$ cat config.mk
export PLATFORM = sky130hd
export DESIGN_NAME = dsr_top
export DESIGN_NICKNAME = d
export VERILOG_FILES = /design/src/dsr_pkg.sv /design/src/dsr_lane_if.sv /design/src/dsr_lane.sv /design/src/dsr_top.sv
export SDC_FILE = /design/constraint.sdc
export NUM_CORES = 1
export LEC_CHECK = 0
export BUFFER_PORTS_ARGS = -buffer_cell sky130_fd_sc_hd__buf_2
export CORE_MARGIN = 4
export CORE_UTILIZATION = 45
export DETAILED_ROUTE_END_ITERATION = 8
export SLEW_MARGIN = 25
export SYNTH_ARGS = -nofsm -noshare
export SYNTH_HDL_FRONTEND = slang
export SYNTH_SLANG_ARGS = --single-unit
$ cat constraint.sdc
create_clock -name CORE_CLK -period 1.9 [get_ports CORE_CLK]
set_clock_uncertainty 0.05 [all_clocks]
set_input_delay 0.38 -clock CORE_CLK [delete_from_list [all_inputs] [get_ports CORE_CLK]]
set_output_delay 0.38 -clock CORE_CLK [all_outputs]
set_load 0.005 [all_outputs]
$ cat src/dsr_pkg.sv
// Constants for the dual converter serial readout block
package dsr_pkg;
  localparam int RES_W = 12;
  localparam int LEAD_ZEROS = 2;
  localparam int TRAIL_ZEROS = 2;
  localparam int HALF_BITS = LEAD_ZEROS + RES_W + TRAIL_ZEROS;
  localparam int FRAME_BITS = 2 * HALF_BITS;
  localparam int TRACK_AFTER_FALLS = 13;
  localparam int CNT_W = 6;
  localparam logic [CNT_W-1:0] CNT_RST = 6'h00;
  localparam logic [CNT_W-1:0] CNT_TRACK = 6'(TRACK_AFTER_FALLS);
  localparam logic [CNT_W-1:0] CNT_END = 6'(FRAME_BITS);
  typedef enum logic [1:0] {ST_IDLE, ST_SHIFT, ST_SPENT} dsr_state_type;
endpackage : dsr_pkg

$ cat src/dsr_lane_if.sv
// Carrier between the control logic and one channel shift register
`timescale 1ns/1ps
`default_nettype none
interface dsr_lane_if #(parameter int WIDTH = 32);
  logic load;
  logic shift;
  logic [WIDTH-1:0] word;
  logic bit_out;
  modport ctrl (output load, output shift, output word, input bit_out);
  modport lane (input load, input shift, input word, output bit_out);
endinterface : dsr_lane_if
`default_nettype wire

$ cat src/dsr_lane.sv
// One channel output shift register
`timescale 1ns/1ps
`default_nettype none
module dsr_lane #(
  parameter int WIDTH = 32
) (
  input wire logic clk,
  input wire logic rst_n,
  dsr_lane_if.lane lif
);
  typedef struct packed {
    logic [WIDTH-1:0] sh;
  } dsr_lane_state_type;

  dsr_lane_state_type st_ff;
  dsr_lane_state_type nxt_st;

  // Refused at elaboration: a one-bit lane has nothing to shift
  if (WIDTH < 2) begin : g_width_chk
    $error("dsr_lane: WIDTH too small");
  end

  // Load wins over shift; msb is always the bit on the line
  always_comb begin
    nxt_st = st_ff;
    if (lif.load) begin
      nxt_st.sh = lif.word;
    end else if (lif.shift) begin
      nxt_st.sh = {st_ff.sh[WIDTH-2:0], 1'b0};
    end
  end

  always_ff @(posedge clk or negedge rst_n) begin
    if (!rst_n) begin
      st_ff <= '0;
    end else begin
      st_ff <= nxt_st;
    end
  end

  assign lif.bit_out = st_ff.sh[WIDTH-1];
endmodule : dsr_lane
`default_nettype wire

$ cat src/dsr_top.sv
// Serial conversion and readout control of a dual sampling converter
`timescale 1ns/1ps
`default_nettype none
module dsr_top #(
  parameter int RES_BITS = dsr_pkg::RES_W
) (
  input wire logic CORE_CLK,
  input wire logic RESETN,
  input wire logic CHIP_SELECT_N,
  input wire logic SERIAL_CLK,
  input wire logic [RES_BITS-1:0] RESULT_A,
  input wire logic [RES_BITS-1:0] RESULT_B,
  output logic SERIAL_OUT_FIRST,
  output logic SERIAL_OUT_FIRST_OE,
  output logic SERIAL_OUT_SECOND,
  output logic SERIAL_OUT_SECOND_OE,
  output logic HOLD_ACTIVE
);
  import dsr_pkg::*;

  typedef struct packed {
    dsr_state_type state;
    logic [2:0] cs_sync;
    logic [2:0] sclk_sync;
    logic [CNT_W-1:0] fall_cnt;
    logic hold;
    logic oe;
    logic [RES_BITS-1:0] cap_a;
    logic [RES_BITS-1:0] cap_b;
  } dsr_ctrl_type;

  dsr_ctrl_type st_ff;
  dsr_ctrl_type nxt_st;

  // The logic keys on RES_W-wide frames; other widths would break counts
  if (RES_BITS != RES_W) begin : g_res_chk
    $error("dsr_top: RES_BITS must equal RES_W");
  end

  dsr_lane_if #(.WIDTH(FRAME_BITS)) lane_a ();
  dsr_lane_if #(.WIDTH(FRAME_BITS)) lane_b ();

  // Pins are sampled three times; stage 2 and 3 feed edge detection only
  logic cs_fall;
  logic cs_rise;
  logic sclk_fall;
  logic sclk_rise;
  logic active;
  assign cs_fall = st_ff.cs_sync[2] & ~st_ff.cs_sync[1];
  assign cs_rise = ~st_ff.cs_sync[2] & st_ff.cs_sync[1];
  assign sclk_fall = st_ff.sclk_sync[2] & ~st_ff.sclk_sync[1];
  assign sclk_rise = ~st_ff.sclk_sync[2] & st_ff.sclk_sync[1];
  assign active = (st_ff.state == ST_SHIFT);

  // Frame words: own result first, other channel in the second half
  logic [FRAME_BITS-1:0] word_a;
  logic [FRAME_BITS-1:0] word_b;
  assign word_a = {2'b00, RESULT_A, 2'b00, 2'b00, RESULT_B, 2'b00};
  assign word_b = {2'b00, RESULT_B, 2'b00, 2'b00, RESULT_A, 2'b00};

  // Both lanes take the same load and shift strobes
  assign lane_a.load = cs_fall & (st_ff.state == ST_IDLE);
  assign lane_b.load = cs_fall & (st_ff.state == ST_IDLE);
  assign lane_a.shift = active & sclk_fall;
  assign lane_b.shift = active & sclk_fall;
  assign lane_a.word = word_a;
  assign lane_b.word = word_b;

  dsr_lane #(.WIDTH(FRAME_BITS)) u_lane_a (
    .clk(CORE_CLK),
    .rst_n(RESETN),
    .lif(lane_a)
  );

  dsr_lane #(.WIDTH(FRAME_BITS)) u_lane_b (
    .clk(CORE_CLK),
    .rst_n(RESETN),
    .lif(lane_b)
  );

  // Sequencer: select edges start and stop, clock edges pace
  always_comb begin
    nxt_st = st_ff;
    nxt_st.cs_sync = {st_ff.cs_sync[1:0], CHIP_SELECT_N};
    nxt_st.sclk_sync = {st_ff.sclk_sync[1:0], SERIAL_CLK};
    case (st_ff.state)
      ST_IDLE: begin
        if (cs_fall) begin
          nxt_st.state = ST_SHIFT;
          nxt_st.hold = 1'b1;
          nxt_st.oe = 1'b1;
          nxt_st.fall_cnt = CNT_RST;
          nxt_st.cap_a = RESULT_A;
          nxt_st.cap_b = RESULT_B;
        end
      end
      ST_SHIFT: begin
        if (cs_rise) begin
          // Abort takes priority over any clock edge this cycle
          nxt_st.state = ST_IDLE;
          nxt_st.oe = 1'b0;
          nxt_st.hold = 1'b0;
        end else if (sclk_fall) begin
          nxt_st.fall_cnt = st_ff.fall_cnt + 6'h01;
          if (st_ff.fall_cnt == CNT_END - 6'h01) begin
            nxt_st.state = ST_SPENT;
            nxt_st.oe = 1'b0;
          end
        end else if (sclk_rise && st_ff.fall_cnt >= CNT_TRACK) begin
          nxt_st.hold = 1'b0;
        end
      end
      ST_SPENT: begin
        // Select may idle low; a new frame needs it high first
        if (cs_rise) begin
          nxt_st.state = ST_IDLE;
          nxt_st.hold = 1'b0;
        end else if (sclk_rise) begin
          nxt_st.hold = 1'b0;
        end
      end
      default: begin
        nxt_st.state = ST_IDLE;
        nxt_st.oe = 1'b0;
        nxt_st.hold = 1'b0;
      end
    endcase
  end

  // Synchronisers start high so no false select edge after reset
  always_ff @(posedge CORE_CLK or negedge RESETN) begin
    if (!RESETN) begin
      st_ff.state <= ST_IDLE;
      st_ff.cs_sync <= 3'b111;
      st_ff.sclk_sync <= 3'b111;
      st_ff.fall_cnt <= CNT_RST;
      st_ff.hold <= 1'b0;
      st_ff.oe <= 1'b0;
      st_ff.cap_a <= '0;
      st_ff.cap_b <= '0;
    end else begin
      st_ff <= nxt_st;
    end
  end

  // Data and enables come straight from flip-flops
  assign SERIAL_OUT_FIRST = lane_a.bit_out;
  assign SERIAL_OUT_SECOND = lane_b.bit_out;
  assign SERIAL_OUT_FIRST_OE = st_ff.oe;
  assign SERIAL_OUT_SECOND_OE = st_ff.oe;
  assign HOLD_ACTIVE = st_ff.hold;

  // Fall count picks the result bit due on the line, so both lanes are checked for fall counts 2 to 13
  localparam logic [CNT_W-1:0] LSB_FALLS = CNT_W'(LEAD_ZEROS + RES_BITS - 1);
  logic [3:0] res_idx;
  assign res_idx = 4'(LSB_FALLS - st_ff.fall_cnt);
endmodule : dsr_top
`default_nettype wire

==> impl_metrics.toml, run 1 <==
[status]
status = "completed"

[drt]
first_iter_violations = 130
dr_total_vias = 2540
ant_nets = 0
drt-wirelength-per-cell_um = 13.4
drc_errors = 0
drt-total-wl_mm = 6.63
viasPerCell = 5.15
first_pass_iters = 6

[clock_tree]
cts_buffer_depth = 2
path_clk_slew_ns = 0.08
h-tree-depth = 3
cts_setup_buffers = 0
insertion_delay_ns = 0.35
cts_tree = "yes"
numCtsBuffers = 9
cts_sinks = 76
cts_root_buffer = "clkbuf_8"

[setup_path]
r2r_setup_slack_ns = 0.11
critical_path_arrival_ns = 2.02
r2r-end = "st_ff[31]"
crit_slowest_cell = "dfstp_2"
cp_cell_sequence = "or3b_1 > a311oi_2 > and3_1 > mux2i_1"
crit_path_end_kind = "flop"
regToRegStartpoint = "st_ff[37]"
path_max_fanout = 6
critical-path-top-delay-family = "simple AND/OR/NAND/NOR gates"
ff2ff_path_depth = 4
path_class = "reg2reg"
worstSetupStartpointType = "flop"
required_ns = 2.12
crit_buf_inv = 0
cpPeakStageDelay_ns = 0.58

[floorplanning]
dieHeight_um = 94.9
rows = 31
core-area_um2 = 7290
io_pins = 33
fp.dieW_um = 94.9
initial_core_util_pct = 46.6
dieArea_um2 = 9010

[global_routing]
grt_pass1_wl_mm = 11.6
grt_antenna_before_repair = 0
grt_usage_pct = 16.7
grt_pass1_vias = 2519
grt_start_max_net_pins = 63
overflow = 0

[layout]
final_cells = 493
fin_nets = 421
drive_above_1_share_pct = 19.3
post-route-util_pct = 53.8
antenna_cells = 0
area.growth.synth_to_final_pct = 15.5

[yosys]
syn-instance-count = 360
ys.flop_type = "dfrtp_1"
synth_edf_count = 0
async_reset_ff_share_pct = 100
synth_cell_type_count = 38
synth-seq-cells = 76
ys.warnings.count = 0
mappedNetlistNets = 391
ys_seq_area_share_pct = 56.2
netlist_area_um2 = 3400
syn_area_per_cell_um2 = 9.44

[timing]
drv_slew = 0
relSlewSlack_pct = 71.9
timing.final.crit_period_ns = 1.79
final_hold_viol_count = 0
max_freq_mhz = 558
setup-violations-final = 0
rsz0062_at_grt = "false"
tightest_slew_ns = 0.421
final.setup.tns_ns = 0
whs_ns = 0.0723
period_share_pct = 94.4

[power]
leakagePower_nw = 1.76
power_w = 0.00466
powerDensity_nw_per_um2 = 1190
vdd_drop_max_mv = 0.500

[place]
dp_hpwl_mm = 4.25
dp.cells = 477
gp_congestion = 0.802
port_buffers = 32

[job]
maxCapViolations = 0

[worst_hold_path]
hold_path_depth = 1
min_from = "SERIAL_CLK"
hold_class = "in2reg"
holdPathEnd = "nxt_st[33]"
==> cell usage in the layout (no fill, tap or decap), types with 2 or more instances in the layout <==
cell / Yosys / routed
a21oi_1: 18 / 18
a31oi_1: 35 / 35
a31oi_2: 10 / 10
buf_12: 0 / 4
buf_2: 7 / 31
buf_4: 1 / 8
bufinv_16: 0 / 3
clkbuf_1: 11 / 2
clkbuf_8: 0 / 9
dfrtp_1: 70 / 70
dfstp_2: 6 / 6
ha_1: 3 / 3
inv_1: 5 / 5
mux2i_1: 3 / 3
nand2_1: 120 / 120
nand2b_1: 3 / 2
nand3_1: 5 / 5
nor2_1: 27 / 27
nor2b_1: 5 / 5
o21ai_0: 5 / 5
xnor2_1: 2 / 2
==> cells in the mapped netlist, drive strengths merged, types with 3 or more instances <==
master,n,share of area [%]
clkbuf,11,1.2
nor2b,5,0.92
inv,5,0.55
a21oi,18,2.7
dfstp,6,4.6
nor2,27,3.0
mux2i,3,0.88
nand2,120,13
nand3,5,0.74
buf,14,2.8
dfrtp,70,52
ha,3,1.1
a31oi,45,10
o21ai,6,0.88
nand2b,3,0.55
==> cell type report <==
cell class,instances,area [µm²]
inverter,5,18.8
multi-input combinational,254,1340
clock inverter,4,98.8
fill,677,3370
clock buffer,11,131
tap,99,124
sequential,76,1910
timing repair buffer,44,305
==> power by group <==
part / internal, W / switching [W] / leakage, nW
combinational: 0.000419 / 0.000478 / 0.734
sequential: 0.00206 / 0.000255 / 0.909
clock: 0.000870 / 0.000574 / 0.114
total: 0.00335 / 0.00131 / 1.76
==> worst max-delay path by stage <==
stage | startpoint | endpoint | slack [ns] | cells after the start
final | st_ff[37] | st_ff[31] | 0.11 | 4
after global routing | st_ff[37] | st_ff[31] | 0.003 | 4
after CTS | st_ff[37] | st_ff[31] | 0.11 | 4
after detailed placement | st_ff[37] | st_ff[31] | 0.13 | 4
after global placement | st_ff[37] | st_ff[31] | 0.18 | 4
after floorplan | st_ff[39] | u_lane_b.st_ff[3] | 0.22 | 6
==> metal layers <==
layer | track usage (%) | vias up | part of all wire (%)
met3 | 3.19 | 6 | 3.4
met1 | 22.8 | 1221 | 50
met4 | 7.93 | 0 | 1.6
met5 | 0 | - | 0
met2 | 25.6 | 38 | 45
li1 | - | 1275 | -
==> per-stage QoR <==
stage / cell area [µm²] / worst slack, ns
3_5_place_dp: 3680 / 0.130
2_1_floorplan: 3400 / 0.219
4_1_cts: 3930 / 0.110
5_1_grt: 3930 / 0.00301
6_report: 3930 / 0.107
3_3_place_gp: 3680 / 0.181
==> state kept, by name, indices dropped and copies added, names as in the netlist <==
name                 count
u_lane_a.st_ff          30
u_lane_b.st_ff          30
st_ff                   10
nxt_st                   4
HOLD_ACTIVE              1
SERIAL_OUT_FIRST_OE      1
==> logic make-up after synthesis <==
kind of cell             synth area share, %
AND/OR/NAND/NOR                         20.8
flip-flops                              56.2
buffers and inverters                   4.56
AO/OA/AOI/OAI                           16.0
XOR/XNOR                               0.515
adder cells (fa/ha/maj)                 1.10
multiplexers                           0.883
==> timing repair <==
| item | CTS | global route |
|---|---|---|
| gates resized for setup | 0 | 0 |
| endpoints found under the hold margin | 24 | 0 |
| hold buffers | 1 | 0 |
Power figures use the tool's default switching activity.
==> run 2: changes to the inputs <==
--- a/config.mk
+++ b/config.mk
@@ -5,6 +5,7 @@
 export SDC_FILE = /design/constraint.sdc
 export NUM_CORES = 1
 export LEC_CHECK = 0
+export ABC_AREA = 1
 export BUFFER_PORTS_ARGS = -buffer_cell sky130_fd_sc_hd__buf_2
 export CORE_MARGIN = 4
 export CORE_UTILIZATION = 45
==> constraint.sdc (replaced) <==
create_clock -name CORE_CLK -period 1.9 [get_ports CORE_CLK]
set_clock_uncertainty 0.05 [all_clocks]
set_input_delay 0.19 -clock CORE_CLK [delete_from_list [all_inputs] [get_ports CORE_CLK]]
set_output_delay 0.19 -clock CORE_CLK [all_outputs]
set_load 0.005 [all_outputs]
==> impl_metrics.toml, run 2 <==
[drt]
first_pass_iters = 4
drt-total-wl_mm = 6.82
drc_errors = 0
dr_total_vias = 2600
drt-wirelength-per-cell_um = 13.0
first_iter_violations = 79
viasPerCell = 4.94
ant_nets = 0

[setup_path]
crit_slowest_cell = "dfstp_2"
crit_path_end_kind = "flop"
r2r_setup_slack_ns = 0.18
required_ns = 2.10
cp_cell_sequence = "inv_1 > nor2_1 > nand2_4 > nand2_4 > buf_4 > nor2_1 > a31oi_1"
worstSetupStartpointType = "flop"
critical_path_arrival_ns = 1.92
critical-path-top-delay-family = "simple AND/OR/NAND/NOR gates"
path_max_fanout = 26
path_class = "reg2reg"
cpPeakStageDelay_ns = 0.53
crit_buf_inv = 2

[yosys]
async_reset_ff_share_pct = 100
ys.warnings.count = 0
netlist_area_um2 = 3370
yosys.area.top_type_share_pct = 51.9
yosysMostFrequentCell = "nand2_1"
ys_top_cells_by_area = "dfrtp_1 52%, nand2_1 13%, nor2_1 6.2%"
ys.flop_type = "dfrtp_1"
syn-instance-count = 389
yosysTopAreaCell = "dfrtp_1"
mappedNetlistNets = 420
synth_edf_count = 0
ys_top_cells_by_count = "115 x nand2_1, 70 x dfrtp_1, 56 x nor2_1"
ys_seq_area_share_pct = 56.6
synth_top_family_by_area = "simple AND/OR/NAND/NOR gates"
yosys.area_share.simple_pct = 22.7
synthAdderAreaFrac_pct = 1.11
synth-seq-cells = 76
synthMuxAreaShare_pct = 0
syn_area_per_cell_um2 = 8.67
yosys.area_share.xor_xnor_pct = 0.779
synth_compound_gate_area_share_pct = 12.7
synth_cell_type_count = 27

[clock_tree]
cts_sinks = 76
cts_root_buffer = "clkbuf_8"
h-tree-depth = 3
cts_buffer_depth = 2
path_clk_slew_ns = 0.07
cts_tree = "yes"
insertion_delay_ns = 0.34
cts_setup_buffers = 0
numCtsBuffers = 9

[layout]
antenna_cells = 0
drive_above_1_share_pct = 15.9
reg_top3 = "u_lane_a.st_ff (30), u_lane_b.st_ff (30), st_ff (10)"
area.growth.synth_to_final_pct = 13.5
final_cell_mix = "115 x nand2_1, 70 x dfrtp_1, 56 x nor2_1, 31 x buf_2, 28 x o21ai_0"
fin_nets = 453
fin_area_um2 = 3830
final_common_cell = "nand2_1"

[floorplanning]
dieHeight_um = 94.6
dieArea_um2 = 8950
initial_core_util_pct = 46.5
fp.dieW_um = 94.6
io_pins = 33
rows = 31
core-area_um2 = 7250

[timing]
setup-violations-final = 0
rsz0062_at_grt = "false"
max_freq_mhz = 582
period_share_pct = 90.4
relSlewSlack_pct = 68.2
final_hold_viol_count = 0
tightest_slew_ns = 0.476
drv_slew = 0
timing.final.crit_period_ns = 1.72
final.setup.tns_ns = 0

[place]
port_buffers = 32
gp_congestion = 0.781
dp_hpwl_mm = 4.52
postPlaceCellArea_um2 = 3620

[global_routing]
overflow = 0
grt_pass1_vias = 2579
grt_start_max_net_pins = 48
grt_usage_pct = 17.2
grt_pass1_wl_mm = 12.0
grt_antenna_before_repair = 0

[power]
vdd_drop_max_mv = 0.578
powerDensity_nw_per_um2 = 1380
leakagePower_nw = 1.84

[status]
status = "completed"

[worst_hold_path]
hold_class = "in2reg"

[job]
maxCapViolations = 0
==> run 2: layout make-up <==
type / count / area, µm²
clock inverters: 2 / 10.0
inverters: 22 / 82.6
clock buffers: 14 / 173
well taps: 99 / 124
fillers: 721 / 3420
repair buffers: 42 / 270
multi-input cells: 271 / 1260
flip-flops and latches: 76 / 1910
==> run 2: what timing repair did <==
action	CTS	global route
endpoints found under the setup margin	0	1
resized for setup	0	1
endpoints found under the hold margin	28	0
hold buffers	3	0
==> run 2: logic make-up (layout without fill, tap and decap cells) <==
group	Yosys count	after routing
compound gates	76	76
xor+xnor	3	3
fa+ha+maj	3	3
buf+inv	42	80
flops	76	76
simple gates	189	189
==> run 2: per-stage QoR <==
step	util [%]	setup slack (ns)	hold WS [ns]	total power (W)	instances
after global routing	52.8	0.0173	0.0588	0.00578	526
after detailed placement	49.9	0.195	0.114	0.00420	507
final	52.8	0.183	0.0503	0.00530	526
after floorplan	-	0.449	-0.156	0.00379	389
after global placement	49.9	0.226	0.110	0.00415	507
after CTS	52.8	0.164	0.0248	0.00536	526
==> run 2: path summary, 6_finish.rpt <==
kind                                  start  cells after the start            endpoint
worst max-delay path              st_ff[34]                      7  u_lane_a.st_ff[18]
worst min-delay path            RESULT_A[0]                      3   u_lane_b.st_ff[2]
worst max register to register    st_ff[34]                      7  u_lane_a.st_ff[18]
worst min register to register   nxt_st[33]                      0          nxt_st[34]
max in group asynchronous            RESETN                      3  u_lane_b.st_ff[20]
min in group asynchronous            RESETN                      2           st_ff[30]
==> run 2: worst min-delay path: cells and delay by family <==
family	cells	cell delay, ns
buf+inv	1	0.08
simple gates	2	0.13
==> run 2: metal layers <==
layer | GRT usage, % | wire [µm] | vias to the layer above
li1 | - | - | 1327
met1 | 23.5 | 3310 | 1219
met2 | 26.7 | 3180 | 46
met3 | 3.11 | 238 | 8
met4 | 7.57 | 92 | 0
met5 | 0 | 0 | -
==> run 2: power by group <==
part,internal [W],switching (W)
combinational,0.000627,0.000973
clock,0.000579,0.000551
sequential,0.00224,0.000326
